File: config.mk
export PLATFORM = sky130hd
export DESIGN_NAME = sdn_top
export DESIGN_NICKNAME = d
export VERILOG_FILES = /design/src/design/sdn_pkg.sv /design/src/design/sdn_cfg_if.sv /design/src/design/sdn_ack_ctrl.sv /design/src/design/sdn_dma_req.sv /design/src/design/sdn_top.sv
export SDC_FILE = /design/constraint.sdc
export NUM_CORES = 1
export LEC_CHECK = 0
export ABC_AREA = 1
export BUFFER_PORTS_ARGS = -buffer_cell sky130_fd_sc_hd__buf_4
export CAP_MARGIN = 10
export CORE_UTILIZATION = 30
export CTS_CLUSTER_SIZE = 16
export DETAILED_ROUTE_END_ITERATION = 6
export GPL_TIMING_DRIVEN = 0
export HOLD_SLACK_MARGIN = 0.12
export MAX_ROUTING_LAYER = met4
export PLACE_DENSITY = 0.7
export SLEW_MARGIN = 0
export SYNTH_ARGS = -nofsm -noshare
export SYNTH_HDL_FRONTEND = slang
export SYNTH_SLANG_ARGS = --single-unit
File: constraint.sdc
create_clock -name clk -period 2 [get_ports clk]
set_input_delay 0.2 -clock clk [delete_from_list [all_inputs] [get_ports clk]]
set_output_delay 0.2 -clock clk [all_outputs]
set_load 0.02 [all_outputs]
File: src/design/sdn_pkg.sv
// Constants, register map and field layout of the slave data reject and DMA request block.
// Function
// - With the reject bit set in the slave-receiver role, every data byte is refused, the transfer aborts and the byte is not pushed.
// - With the reject bit clear the ordinary acknowledge decision is used, and the bit resets to zero.
// - A write to the reject register lands only while the controller is disabled and the slave-activity status reads zero.
// - When the reject option is built out, the reject register is absent and writes to it do nothing.
// - The forced refusal acts only in the slave-receiver role and leaves every other role untouched.
// - The DMA enable register takes writes at any time, enabled or not.
// - Bit one of the DMA enable register turns the transmit channel on, and it resets to zero.
// - Bit zero of the DMA enable register turns the receive channel on, and it resets to zero.
// - The transmit request is raised while enabled and the transmit level is at or below the watermark.
// - The receive request is raised while enabled and the receive level is at least the watermark plus one.
package sdn_pkg;

   // ******************************************************************
   // Bus geometry.
   // ******************************************************************
   localparam int         ADR_W            = 8;
   localparam int         DAT_W            = 32;
   localparam int         SEL_W            = 4;
   localparam int         WM_W             = 4;

   // ******************************************************************
   // Register byte offsets.
   // ******************************************************************
   localparam logic [7:0] OFF_REJECT       = 8'h84;
   localparam logic [7:0] OFF_DMA_EN       = 8'h88;
   localparam logic [7:0] OFF_TX_WM        = 8'h8c;
   localparam logic [7:0] OFF_RX_WM        = 8'h90;
   localparam logic [7:0] OFF_STATUS       = 8'ha0;

   // ******************************************************************
   // Field positions.
   // ******************************************************************
   localparam int         REJECT_BIT       = 0;
   localparam int         RX_DMA_EN_BIT    = 0;
   localparam int         TX_DMA_EN_BIT    = 1;
   localparam int         WM_LSB           = 0;
   localparam int         STAT_ENABLE_BIT  = 0;
   localparam int         STAT_SLV_ACT_BIT = 6;
   localparam int         STAT_TX_REQ_BIT  = 8;
   localparam int         STAT_RX_REQ_BIT  = 9;
   localparam int         STAT_REFUSED_BIT = 16;

   // ******************************************************************
   // Reset values.
   // ******************************************************************
   localparam logic            RST_REJECT  = 1'b0;
   localparam logic            RST_DMA_EN  = 1'b0;
   localparam logic [WM_W-1:0] RST_WM      = 4'h0;
   localparam logic [DAT_W-1:0] ZERO_WORD  = 32'h0000_0000;

endpackage : sdn_pkg

File: src/design/sdn_cfg_if.sv
// Interface that carries the programmed settings from the register file to the two engines.
`timescale 1ns/1ns
interface sdn_cfg_if;
   import sdn_pkg::*;

   // Settings driven by the register file.
   logic            reject_bit;
   logic            tx_dma_enable;
   logic            rx_dma_enable;
   logic [WM_W-1:0] tx_watermark_level;
   logic [WM_W-1:0] rx_watermark_level;

   // The acknowledge engine only needs the reject bit.
   modport ack (
      input reject_bit
   );

   // The DMA engine needs the channel enables and watermarks.
   modport dma (
      input tx_dma_enable,
      input rx_dma_enable,
      input tx_watermark_level,
      input rx_watermark_level
   );
endinterface : sdn_cfg_if

File: src/design/sdn_ack_ctrl.sv
// Acknowledge decision for received bytes, with the forced data refusal.
`timescale 1ns/1ns
module sdn_ack_ctrl
   import sdn_pkg::*;
(
   // Clock and reset.
   input  wire logic clk,
   input  wire logic reset,
   // Settings.
   sdn_cfg_if.ack    cfg,
   // Protocol engine side.
   input  wire logic slave_rx_role,
   input  wire logic rx_byte_done,
   input  wire logic rx_data_phase,
   input  wire logic normal_ack,
   // Decision outputs.
   output logic      rx_ack,
   output logic      rx_push,
   output logic      rx_abort
);

   logic ack_q;
   logic push_q;
   logic abort_q;

   // Refusal is forced only on data bytes taken as slave receiver.
   wire  force_nack = cfg.reject_bit & slave_rx_role & rx_data_phase;
   // Otherwise the ordinary criteria decide.
   wire  ack_d      = force_nack ? 1'b0 : normal_ack;
   wire  push_d     = rx_byte_done & slave_rx_role & rx_data_phase & ack_d;
   wire  abort_d    = rx_byte_done & force_nack;

   // Latch the decision per byte and pulse push or abort for one cycle.
   always_ff @(posedge clk)
   begin
      if (reset)
      begin
         ack_q   <= 1'b0;
         push_q  <= 1'b0;
         abort_q <= 1'b0;
      end
      else
      begin
         if (rx_byte_done)
            ack_q <= ack_d;
         push_q  <= push_d;
         abort_q <= abort_d;
      end
   end

   assign rx_ack   = ack_q;
   assign rx_push  = push_q;
   assign rx_abort = abort_q;

endmodule : sdn_ack_ctrl

File: src/design/sdn_dma_req.sv
// Watermark comparison that raises the transmit and receive DMA requests.
`timescale 1ns/1ns
module sdn_dma_req
   import sdn_pkg::*;
#(
   parameter int LEVEL_W = 5
)
(
   // Clock and reset.
   input  wire logic               clk,
   input  wire logic               reset,
   // Settings.
   sdn_cfg_if.dma                  cfg,
   // FIFO fill levels.
   input  wire logic [LEVEL_W-1:0] tx_level,
   input  wire logic [LEVEL_W-1:0] rx_level,
   // Requests to the DMA controller.
   output logic                    tx_req,
   output logic                    rx_req
);

   logic tx_req_q;
   logic rx_req_q;

   // Watermarks widened to the level width for comparison.
   wire [LEVEL_W-1:0] tx_wm = {{(LEVEL_W-WM_W){1'b0}}, cfg.tx_watermark_level};
   wire [LEVEL_W-1:0] rx_wm = {{(LEVEL_W-WM_W){1'b0}}, cfg.rx_watermark_level};
   wire tx_req_d = cfg.tx_dma_enable & (tx_level <= tx_wm);
   // At least watermark plus one entries equals strictly more than the watermark.
   wire rx_req_d = cfg.rx_dma_enable & (rx_level > rx_wm);

   // Requests are recomputed every clock and drop when either term fails.
   always_ff @(posedge clk)
   begin
      if (reset)
      begin
         tx_req_q <= 1'b0;
         rx_req_q <= 1'b0;
      end
      else
      begin
         tx_req_q <= tx_req_d;
         rx_req_q <= rx_req_d;
      end
   end

   assign tx_req = tx_req_q;
   assign rx_req = rx_req_q;

endmodule : sdn_dma_req

File: src/design/sdn_top.sv
// Top of the slave data reject and DMA request block with its Wishbone register file.
`timescale 1ns/1ns
module sdn_top
   import sdn_pkg::*;
#(
   parameter int LEVEL_W     = 5,
   parameter bit SLV_NACK_EN = 1'b1
)
(
   // Clock and reset.
   clk,
   reset,
   // Wishbone classic slave.
   wb_cyc_i,
   wb_stb_i,
   wb_we_i,
   wb_adr_i,
   wb_sel_i,
   wb_dat_i,
   wb_dat_o,
   wb_ack_o,
   // Controller state from the protocol engine.
   ctrl_enable,
   slave_activity,
   // Received byte handling.
   slave_rx_role,
   rx_byte_done,
   rx_data_phase,
   normal_ack,
   rx_ack,
   rx_push,
   rx_abort,
   // FIFO levels and DMA requests.
   tx_level,
   rx_level,
   tx_dma_req,
   rx_dma_req
);

   // ******************************************************************
   // Port declarations.
   // ******************************************************************

   // Clock and reset.
   input  wire logic               clk;
   input  wire logic               reset;
   // Wishbone classic slave.
   input  wire logic               wb_cyc_i;
   input  wire logic               wb_stb_i;
   input  wire logic               wb_we_i;
   input  wire logic [ADR_W-1:0]   wb_adr_i;
   input  wire logic [SEL_W-1:0]   wb_sel_i;
   input  wire logic [DAT_W-1:0]   wb_dat_i;
   output logic      [DAT_W-1:0]   wb_dat_o;
   output logic                    wb_ack_o;
   // Controller state from the protocol engine.
   input  wire logic               ctrl_enable;
   input  wire logic               slave_activity;
   // Received byte handling.
   input  wire logic               slave_rx_role;
   input  wire logic               rx_byte_done;
   input  wire logic               rx_data_phase;
   input  wire logic               normal_ack;
   output logic                    rx_ack;
   output logic                    rx_push;
   output logic                    rx_abort;
   // FIFO levels and DMA requests.
   input  wire logic [LEVEL_W-1:0] tx_level;
   input  wire logic [LEVEL_W-1:0] rx_level;
   output logic                    tx_dma_req;
   output logic                    rx_dma_req;

   // ******************************************************************
   // Elaboration checks.
   // ******************************************************************

   // The level must hold every watermark and stay a sensible width.
   generate
      if (LEVEL_W < WM_W || LEVEL_W > 16)
      begin : g_bad_level
         $error("sdn_top: LEVEL_W must lie between 4 and 16");
      end
   endgenerate

   // ******************************************************************
   // Register state.
   // ******************************************************************

   logic             ack_q;
   logic             ack_d;
   logic [DAT_W-1:0] rdata_q;
   logic [DAT_W-1:0] rdata_d;
   logic             reject_q;
   logic             reject_d;
   logic             tx_en_q;
   logic             tx_en_d;
   logic             rx_en_q;
   logic             rx_en_d;
   logic [WM_W-1:0]  tx_wm_q;
   logic [WM_W-1:0]  tx_wm_d;
   logic [WM_W-1:0]  rx_wm_q;
   logic [WM_W-1:0]  rx_wm_d;
   logic             refused_q;
   logic             refused_d;
   logic             tx_req_w;
   logic             rx_req_w;

   // ******************************************************************
   // Bus decode.
   // ******************************************************************

   // A request is served once; ack_q masks the second cycle of a held strobe.
   wire bus_req    = wb_cyc_i & wb_stb_i & ~ack_q;
   wire bus_wr     = bus_req & wb_we_i;
   wire bus_rd     = bus_req & ~wb_we_i;
   // All writable fields sit in the lowest byte lane, except the refused flag clear in lane two.
   wire lane0_wr   = bus_wr & wb_sel_i[0];
   wire lane2_wr   = bus_wr & wb_sel_i[2];

   // Word address compare; the two low address bits are ignored.
   wire hit_reject = SLV_NACK_EN & (wb_adr_i[ADR_W-1:2] == OFF_REJECT[ADR_W-1:2]);
   wire hit_dma_en = wb_adr_i[ADR_W-1:2] == OFF_DMA_EN[ADR_W-1:2];
   wire hit_tx_wm  = wb_adr_i[ADR_W-1:2] == OFF_TX_WM[ADR_W-1:2];
   wire hit_rx_wm  = wb_adr_i[ADR_W-1:2] == OFF_RX_WM[ADR_W-1:2];
   wire hit_status = wb_adr_i[ADR_W-1:2] == OFF_STATUS[ADR_W-1:2];

   // ******************************************************************
   // Write qualification.
   // ******************************************************************

   // The reject bit is guarded by enable and slave activity.
   wire reject_idle   = ~ctrl_enable & ~slave_activity;
   wire reject_wr     = lane0_wr & hit_reject;
   wire reject_wr_ok  = reject_wr & reject_idle;
   wire reject_wr_bad = reject_wr & ~reject_idle;
   // DMA enables and watermarks take writes at any time.
   wire dma_en_wr     = lane0_wr & hit_dma_en;
   wire tx_wm_wr      = lane0_wr & hit_tx_wm;
   wire rx_wm_wr      = lane0_wr & hit_rx_wm;
   // Writing one to the refused flag clears it.
   wire refused_clr   = lane2_wr & hit_status & wb_dat_i[STAT_REFUSED_BIT];

   // ******************************************************************
   // Next register values.
   // ******************************************************************

   // Reject bit stays zero when the option is built out.
   assign reject_d  = ~SLV_NACK_EN ? RST_REJECT :
                      reject_wr_ok ? wb_dat_i[REJECT_BIT] : reject_q;
   // Channel enables.
   assign tx_en_d   = dma_en_wr ? wb_dat_i[TX_DMA_EN_BIT] : tx_en_q;
   assign rx_en_d   = dma_en_wr ? wb_dat_i[RX_DMA_EN_BIT] : rx_en_q;
   // Watermarks.
   assign tx_wm_d   = tx_wm_wr ? wb_dat_i[WM_LSB +: WM_W] : tx_wm_q;
   assign rx_wm_d   = rx_wm_wr ? wb_dat_i[WM_LSB +: WM_W] : rx_wm_q;
   // A refused write sets the flag, and the set wins over a clear.
   assign refused_d = reject_wr_bad | (refused_q & ~refused_clr);
   // Ack rises for one cycle per request.
   assign ack_d     = bus_req;

   // ******************************************************************
   // Read multiplexer.
   // ******************************************************************

   // Words of each register with reserved bits at zero.
   wire [DAT_W-1:0] reject_word = {{(DAT_W-1){1'b0}}, reject_q};
   wire [DAT_W-1:0] dma_en_word = {{(DAT_W-2){1'b0}}, tx_en_q, rx_en_q};
   wire [DAT_W-1:0] tx_wm_word  = {{(DAT_W-WM_W){1'b0}}, tx_wm_q};
   wire [DAT_W-1:0] rx_wm_word  = {{(DAT_W-WM_W){1'b0}}, rx_wm_q};

   // Status word mirrors live controller state and the request outputs.
   logic [DAT_W-1:0] status_word;
   always_comb
   begin
      status_word                   = ZERO_WORD;
      status_word[STAT_ENABLE_BIT]  = ctrl_enable;
      status_word[STAT_SLV_ACT_BIT] = slave_activity;
      status_word[STAT_TX_REQ_BIT]  = tx_req_w;
      status_word[STAT_RX_REQ_BIT]  = rx_req_w;
      status_word[STAT_REFUSED_BIT] = refused_q;
   end

   // Unmapped and absent addresses read as zero.
   wire [DAT_W-1:0] rd_word = hit_reject ? reject_word :
                              hit_dma_en ? dma_en_word :
                              hit_tx_wm  ? tx_wm_word  :
                              hit_rx_wm  ? rx_wm_word  :
                              hit_status ? status_word : ZERO_WORD;
   // Read data is captured with the ack and held until the next read.
   assign rdata_d = bus_rd ? rd_word : rdata_q;

   // ******************************************************************
   // Register flops.
   // ******************************************************************

   // Bus answer flops.
   always_ff @(posedge clk)
   begin
      if (reset)
      begin
         ack_q   <= 1'b0;
         rdata_q <= ZERO_WORD;
      end
      else
      begin
         ack_q   <= ack_d;
         rdata_q <= rdata_d;
      end
   end

   // Control register flops.
   always_ff @(posedge clk)
   begin
      if (reset)
      begin
         reject_q  <= RST_REJECT;
         tx_en_q   <= RST_DMA_EN;
         rx_en_q   <= RST_DMA_EN;
         tx_wm_q   <= RST_WM;
         rx_wm_q   <= RST_WM;
         refused_q <= 1'b0;
      end
      else
      begin
         reject_q  <= reject_d;
         tx_en_q   <= tx_en_d;
         rx_en_q   <= rx_en_d;
         tx_wm_q   <= tx_wm_d;
         rx_wm_q   <= rx_wm_d;
         refused_q <= refused_d;
      end
   end

   // ******************************************************************
   // Settings to the engines.
   // ******************************************************************

   sdn_cfg_if cfg ();

   // The interface carries the registered settings.
   assign cfg.reject_bit         = reject_q;
   assign cfg.tx_dma_enable      = tx_en_q;
   assign cfg.rx_dma_enable      = rx_en_q;
   assign cfg.tx_watermark_level = tx_wm_q;
   assign cfg.rx_watermark_level = rx_wm_q;

   // ******************************************************************
   // Engines.
   // ******************************************************************

   // Acknowledge decision for each received byte.
   sdn_ack_ctrl u_ack (
      .clk           (clk),
      .reset         (reset),
      .cfg           (cfg),
      .slave_rx_role (slave_rx_role),
      .rx_byte_done  (rx_byte_done),
      .rx_data_phase (rx_data_phase),
      .normal_ack    (normal_ack),
      .rx_ack        (rx_ack),
      .rx_push       (rx_push),
      .rx_abort      (rx_abort)
   );

   // Watermark comparison for the DMA handshake.
   sdn_dma_req #(
      .LEVEL_W (LEVEL_W)
   ) u_dma (
      .clk      (clk),
      .reset    (reset),
      .cfg      (cfg),
      .tx_level (tx_level),
      .rx_level (rx_level),
      .tx_req   (tx_req_w),
      .rx_req   (rx_req_w)
   );

   // ******************************************************************
   // Outputs.
   // ******************************************************************

   // Bus answer and requests come straight from flops.
   assign wb_ack_o   = ack_q;
   assign wb_dat_o   = rdata_q;
   assign tx_dma_req = tx_req_w;
   assign rx_dma_req = rx_req_w;

endmodule : sdn_top

==> reports/metrics.yaml, run 1 <==
p_leak_nw: 1.039
final_hold_viol_count: 0
synth_cell_type_count: 30
timing.critical_path.fanout_max: 3
gr-usage-all-layers: 0.1368
placeableCoreArea_mm2: 0.004848
syn-instance-count: 204
wire_length_of_the_first_global_routing_pass_um: 5616
netlist_area_mm2: 0.001549
post_synth_fa_ha_maj_area_fraction: 0.06462
ys_seq_elements: 26
antennaDiodeCount: 0
nNetsFinal: 351
worstSetupPathType: "flip-flop to flip-flop"
clkLatencyLatePin_ps: 270
route.detailed.wl_per_inst_um: 9.811
clock_tree_skew_after_final_layout_ps: 3.455
finalCriticalPeriod_ps: 1290
synth_warnings: 0
routability_congestion: 0.8598
run_status: "finished, final reports clean"
hold_class: "input pin to flip-flop"
placement.io_buffers: 46
start_util: 0.3195
placed_area_mm2: 0.002064
fill_cells: 496
antenna_found_initial: 0
fp.dieH_um: 73.86
drv.max_cap_violation_count: 0
instances_no_fill: 344
fmax_mhz: 775.2
post-route-drc-count: 0
finalInstanceArea_mm2: 0.002136
route.antenna.remaining_nets: 0
synthesis_to_layout_area_growth_pct: 37.88
slack_of_the_critical_path_ps: 710.0
place_inst: 340
synthTopCellsByArea: "sky130_fd_sc_hd__dfxtp_1, sky130_fd_sc_hd__buf_4, sky130_fd_sc_hd__a21oi_1"
area.sequential_um2: 520.5
worst-endpoint-required_ps: 2150
crit_path_cell_trace: "inv_1 -> ha_1 -> a21oi_1 -> o21ai_0 -> a21oi_1 -> nor3_1"
synth-compound-area-share: 0.1478
hold_start: "tx_level[4]"
largest_net_degree_at_the_start_of_global_routing: 16
crit_top_cell: "sky130_fd_sc_hd__a21oi_1"
synth_top_area_share: 0.3360
grt_total_ovfl: 0
cpMaxStageDelayCell: "sky130_fd_sc_hd__dfxtp_1"
post-synth-top-area-cell: "sky130_fd_sc_hd__dfxtp_1"
synth_top_family_by_area: "simple AND/OR/NAND/NOR gates"
multiInputGateArea_um2: 818.3
start_kind: "flip-flop"
synthesis.area_per_instance_um2: 7.593
post_cts_resize_count: 0
cts_buffer_depth: 2
timing.setup.tns_ps: 0
tritoncts.num_buffers: 3
crit_start: "cfg.rx_watermark_level[1]$_SDFFE_PP0P_"
vias_post_dr: 1428
postCtsHoldBufs: 0
finalWirelength_um: 3375
post_drt_via_cell_ratio: 4.151
fin_worst_hold_slack_ps: 179.2
clkSinkCount: 26
dp_hpwl_um: 2851
root_buffer: "sky130_fd_sc_hd__clkbuf_8"
maxSlewViolCount: 0
horizontal_die_dimension_um: 73.86
r2r-start: "cfg.rx_watermark_level[1]$_SDFFE_PP0P_"
endpoint_kind: "flip-flop"
drt_first_pass_iters: 6
placement.setup.worst_slack_ps: 711.7
cellPowerDensity_mw_per_mm2: 543.4
worst_setup_hold_path_clk_slew_ps: 90
post_synth_mux_area_share: 0
post-cts-setup-buffers: 0
drive_gt1_frac: 0.3502
cp_slowest_stage_delay_ps: 320
grt_setup_unrepaired: "false"
finalSetupViolations: 0
first_global_vias: 1325
detail_route.iter0.violations: 46
synth_xor_xnor_area_share: 0
placementRows: 25
ioPinCount: 103
post-route-period-util: 0.6450
synth_simple_gate_area_share: 0.2577
portion_of_the_post_synthesis_area_used_by_sequential_elements: 0.3360
arrival_ps: 1440
clock_tree.htree_level_count: 1
peakVddDrop_mv: 0.2747
clock_tree_from_tritoncts: "yes"
die_area_mm2: 0.005455
path summary, 6_finish.rpt:
path	cells past startpoint	slack (ps)	to
setup / recovery	6	710	u_dma.rx_req$_SDFF_PP0_
hold reg to reg	2	470	wb_dat_o[8]$_SDFFE_PP0P_
setup reg to reg	6	710	u_dma.rx_req$_SDFF_PP0_
hold / removal	4	180	u_dma.tx_req$_SDFF_PP0_
layout by cell type, fill, tap and decap left out:
cell type and count:
sky130_fd_sc_hd__bufinv_16 1, sky130_fd_sc_hd__o21ai_0 7, sky130_fd_sc_hd__buf_2 1, sky130_fd_sc_hd__o211ai_2 1, sky130_fd_sc_hd__nand2_2 3, sky130_fd_sc_hd__o22ai_1 1, sky130_fd_sc_hd__nor3_1 2, sky130_fd_sc_hd__buf_4 70
sky130_fd_sc_hd__dfxtp_1 26, sky130_fd_sc_hd__nand3b_4 1, sky130_fd_sc_hd__nor2_1 13, sky130_fd_sc_hd__nor2_2 2, sky130_fd_sc_hd__clkbuf_1 1, sky130_fd_sc_hd__nand4_2 1, sky130_fd_sc_hd__nand3_1 14, sky130_fd_sc_hd__nand3_2 1
sky130_fd_sc_hd__o21bai_1 1, sky130_fd_sc_hd__nand2_1 24, sky130_fd_sc_hd__and2_2 1, sky130_fd_sc_hd__clkbuf_8 3, sky130_fd_sc_hd__nor2_4 4, sky130_fd_sc_hd__conb_1 24, sky130_fd_sc_hd__clkinv_2 2, sky130_fd_sc_hd__inv_1 24
sky130_fd_sc_hd__inv_2 2, sky130_fd_sc_hd__nand2_4 2, sky130_fd_sc_hd__nand4_1 5, sky130_fd_sc_hd__a21oi_1 25, sky130_fd_sc_hd__a21oi_2 1, sky130_fd_sc_hd__o21ai_2 1, sky130_fd_sc_hd__ha_1 8, sky130_fd_sc_hd__o21ai_1 5
through the flow:
| step | util | total power [mW] |
|---|---|---|
| floorplan | - | 0.6678 |
| global placement | 0.4258 | 0.7421 |
| detailed placement | 0.4258 | 0.7446 |
| CTS | 0.4405 | 1.166 |
| global route | 0.4405 | 1.217 |
| finish | 0.4405 | 1.161 |
state kept, by name (all words and copies together) (netlist names):
signal                  count
u_ack.rx_push               1
refused_q                   1
cfg.reject_bit              1
cfg.rx_watermark_level      4
u_ack.rx_ack                1
cfg.rx_dma_enable           1
cfg.tx_dma_enable           1
wb_ack_o                    1
u_dma.tx_req                1
u_ack.rx_abort              1
wb_dat_o                    8
cfg.tx_watermark_level      4
u_dma.rx_req                1
area by class of cell:
| cell class | count | share of cell area |
|---|---|---|
| Clock inverter | 1 | 0.01406 |
| Clock buffer | 3 | 0.01933 |
| Inverter | 28 | 0.05038 |
| Timing Repair Buffer | 46 | 0.1617 |
| Multi-Input combinational cell | 147 | 0.3831 |
| Tap cell | 67 | 0.03925 |
| Sequential cell | 26 | 0.2437 |
| Buffer | 26 | 0.08846 |
cell families (layout without fill, tap and decap cells):
group	after synthesis	after routing
AND/OR/NAND/NOR	73	73
AO/OA/AOI/OAI	42	42
adder cells (fa/ha/maj)	8	8
other	1	24
buffers and inverters	54	104
flip-flops	26	26
routing by layer:
layer	up-vias	part of all wire	track usage
met5	-	0	-
met4	0	0.017	0.04487
met3	6	0.077	0.02881
met2	53	0.46	0.2202
met1	604	0.45	0.1700
li1	765	-	-
critical path, delay by kind of cell (launching register included):
kind | cells | cell delay, ps
AO/OA/AOI/OAI | 3 | 420
flip-flops | 1 | 320
adder cells (fa/ha/maj) | 1 | 300
buffers and inverters | 1 | 70
AND/OR/NAND/NOR | 1 | 70
cells in the mapped netlist:
cell type,instances
sky130_fd_sc_hd__nand3_1,14
sky130_fd_sc_hd__dfxtp_1,26
sky130_fd_sc_hd__nand2_1,24
sky130_fd_sc_hd__o21ai_1,5
sky130_fd_sc_hd__o21ai_2,1
sky130_fd_sc_hd__nand2_4,2
sky130_fd_sc_hd__a21oi_1,25
sky130_fd_sc_hd__nor2_1,13
sky130_fd_sc_hd__o21ai_0,7
sky130_fd_sc_hd__inv_1,24
sky130_fd_sc_hd__o211ai_2,1
sky130_fd_sc_hd__nand2_2,3
sky130_fd_sc_hd__clkinv_2,2
sky130_fd_sc_hd__nor2_4,4
sky130_fd_sc_hd__o22ai_1,1
sky130_fd_sc_hd__conb_1,1
sky130_fd_sc_hd__nand4_1,5
sky130_fd_sc_hd__ha_1,8
sky130_fd_sc_hd__inv_2,2
sky130_fd_sc_hd__clkbuf_1,1
sky130_fd_sc_hd__a21oi_2,1
sky130_fd_sc_hd__nand4_2,1
sky130_fd_sc_hd__buf_4,24
sky130_fd_sc_hd__buf_2,1
sky130_fd_sc_hd__nor2_2,2
sky130_fd_sc_hd__nand3b_4,1
sky130_fd_sc_hd__and2_2,1
sky130_fd_sc_hd__nand3_2,1
sky130_fd_sc_hd__o21bai_1,1
sky130_fd_sc_hd__nor3_1,2
power breakdown:
group / switching [mW] / internal, mW / total, mW / leakage [nW]
Sequential: 0.00109 / 0.520 / 0.521 / 0.210
Clock: 0.160 / 0.267 / 0.428 / 0.0357
Combinational: 0.114 / 0.0980 / 0.212 / 0.794
(Power assumes the default switching activity.)
==> inputs of run 2 (changes only) <==
--- a/config.mk
+++ b/config.mk
@@ -14,7 +14,7 @@
 export GPL_TIMING_DRIVEN = 0
 export HOLD_SLACK_MARGIN = 0.12
 export MAX_ROUTING_LAYER = met4
-export PLACE_DENSITY = 0.7
+export PLACE_DENSITY = 0.72
 export SLEW_MARGIN = 0
 export SYNTH_ARGS = -nofsm -noshare
 export SYNTH_HDL_FRONTEND = slang
==> constraint.sdc (replaced) <==
create_clock -name clk -period 1.1 [get_ports clk]
set_input_delay 0.11 -clock clk [delete_from_list [all_inputs] [get_ports clk]]
set_output_delay 0.11 -clock clk [all_outputs]
set_load 0.02 [all_outputs]
==> reports/metrics.yaml, run 2 (synthesis results as in run 1) <==
cts_buffer_depth: 2  # unchanged
post-route-drc-count: 0  # unchanged
largest_register_ff_count: 8  # unchanged
instances_no_fill: 362  # +5.2%
routability_congestion: 0.8687  # +1.0%
finalInstanceArea_mm2: 0.002524  # +18%
die_area_mm2: 0.005455  # unchanged
finalWirelength_um: 3989  # +18%
cellPowerDensity_mw_per_mm2: 888.8  # +64%
worst_setup_hold_path_clk_slew_ps: 100  # about the same
slack_of_the_critical_path_ps: -102.7  # -812.7 ps
root_buffer: "sky130_fd_sc_hd__clkbuf_8"
multiInputGateArea_mm2: 0.001007  # +23%
peakVddDrop_mv: 0.7800  # +180%
ioPinCount: 103  # unchanged
endpoint_kind: "flip-flop"
detail_route.iter0.violations: 69  # +50%
crit_path_cell_trace: "nand3b_4 -> nor2_4 -> nand2_4 -> inv_8 -> nand2_8 -> o21ai_2 -> a21oi_1"
grt_total_ovfl: 0  # unchanged
placementRows: 25  # unchanged
placeableCoreArea_mm2: 0.004848  # unchanged
place_inst: 340  # unchanged
worst-endpoint-required_ps: 1260  # -890 ps
nNetsFinal: 369  # +5.1%
grt_setup_unrepaired: "true"
drive_gt1_frac: 0.4983  # +0.1481
route.antenna.remaining_nets: 0  # unchanged
post-route-period-util: 1.093  # +0.4484
relSlewSlack: 0.6633
clock_tree.htree_level_count: 1  # unchanged
largest_net_degree_at_the_start_of_global_routing: 16  # unchanged
worstSetupPathType: "flip-flop to flip-flop"
violations_in_the_final_reports: "setup timing"
met2_usage: 0.2783  # +0.05810
finish.utilization: 0.5205  # +0.08000
gr-usage-all-layers: 0.1531  # +0.01637
clock_tree_from_tritoncts: "yes"
hold_class: "input pin to flip-flop"
grt.met3_usage: 0.02881  # unchanged
wire_length_of_the_first_global_routing_pass_um: 6306  # +12%
finalSetupViolations: 18  # +18
worst_path_dominant_cell_family: "simple AND/OR/NAND/NOR gates"
final_hold_viol_count: 0  # unchanged
first_global_vias: 1491  # +13%
finalCriticalPeriod_ps: 1203  # -87.33 ps
grt-busiest-layer: "met2"
timing.critical_path.fanout_max: 7  # +4
vias_post_dr: 1545  # +8.2%
grtUsageMet1: 0.1811  # +0.01114
run_status: "finished, violations left"
layout_commonest_cell: "sky130_fd_sc_hd__buf_4"
horizontal_die_dimension_um: 73.86  # unchanged
placement.io_buffers: 46  # unchanged
antennaDiodeCount: 0  # unchanged
final_cell_mix: "sky130_fd_sc_hd__buf_4, sky130_fd_sc_hd__conb_1, sky130_fd_sc_hd__dfxtp_1"
tritoncts.num_buffers: 3  # unchanged
p_leak_nw: 1.132  # +9.0%
cp_slowest_stage_delay_ps: 330  # about the same
post_drt_via_cell_ratio: 4.268  # +2.8%
clkLatencyLatePin_ps: 280  # about the same
worst_pin_slew_ps: 505.0
start_util: 0.3195  # unchanged
start_kind: "flip-flop"
drv.max_cap_violation_count: 0  # unchanged
route.detailed.wl_per_inst_um: 11.02  # +12%
maxSlewViolCount: 0  # unchanged
placed_area_mm2: 0.002091  # +1.3%
dp_hpwl_um: 2938  # +3.0%
drt_first_pass_iters: 4  # -2
clkSinkCount: 26  # unchanged
clock_tree_skew_after_final_layout_ps: 13.11  # +9.656 ps
cpMaxStageDelayCell: "sky130_fd_sc_hd__dfxtp_2"
critical_path.n_buffers_inverters: 1  # unchanged
fill_cells: 459  # -7.5%
antenna_found_initial: 0  # unchanged
timing.setup.tns_ps: -1033  # -1033 ps
synthesis_to_layout_area_growth_pct: 62.92
arrival_ps: 1360  # -80 ps
fp.dieH_um: 73.86  # unchanged
area.sequential_um2: 528.0  # +1.4%
fmax_mhz: 831.5  # +7.3%
run 2: routing by layer:
layer  up-vias  wire length [um]
met1       694              1713
met2        50              2034
met3         2               232
met5         -                 0
li1        799                 -
met4         0                 8
run 2: through the flow:
stage | setup WS (ps) | hold slack [ps] | power [mW]
final | -102.7 | 132.1 | 2.243
after CTS | -77.16 | 127.1 | 2.200
after floorplan | -43.20 | 244.9 | 1.218
after global placement | -123.2 | 354.5 | 1.355
after detailed placement | -138.7 | 351.3 | 1.361
after global routing | -173.3 | 139.6 | 2.331
run 2: area by class of cell:
cell class	instances	share of cell area
Buffer	26	0.07486
Clock buffer	3	0.01636
Clock inverter	1	0.01190
Inverter	28	0.04710
Multi-Input combinational cell	147	0.3991
Sequential cell	26	0.2092
Tap cell	67	0.03322
Timing Repair Buffer	64	0.2082
run 2: final timing paths:
check	start	endpoint	slack [ps]	cells past startpoint
max	wb_ack_o$_SDFF_PP0_	cfg.rx_watermark_level[3]$_SDFFE_PP0P_	-100	7
min	wb_dat_i[0]	cfg.rx_dma_enable$_SDFFE_PP0P_	130	3
max reg2reg	wb_ack_o$_SDFF_PP0_	cfg.rx_watermark_level[3]$_SDFFE_PP0P_	-100	7
min reg2reg	wb_dat_o[8]$_SDFFE_PP0P_	wb_dat_o[8]$_SDFFE_PP0P_	460	2
run 2: what timing repair did:
action / in CTS / in global routing
hold buffers: 8 / 2
pin swaps: 7 / 13
setup buffers: 4 / 4
setup endpoints to repair: 22 / 22
hold endpoints to repair: 8 / 2
gates resized for setup: 24 / 31
run 2: worst register-to-register path, stage by stage (launching register included):
cell and delay [ps]:
sky130_fd_sc_hd__dfxtp_2 330, sky130_fd_sc_hd__nand3b_4 180, sky130_fd_sc_hd__nor2_4 130, sky130_fd_sc_hd__nand2_4 110, sky130_fd_sc_hd__inv_8 110, sky130_fd_sc_hd__nand2_8 70, sky130_fd_sc_hd__o21ai_2 110, sky130_fd_sc_hd__a21oi_1 50
run 2: power by group:
group / internal [mW] / switching [mW] / leakage [nW]
clock network: 0.487 / 0.314 / 0.0357
logic: 0.243 / 0.252 / 0.884
registers: 0.945 / 0.00228 / 0.213
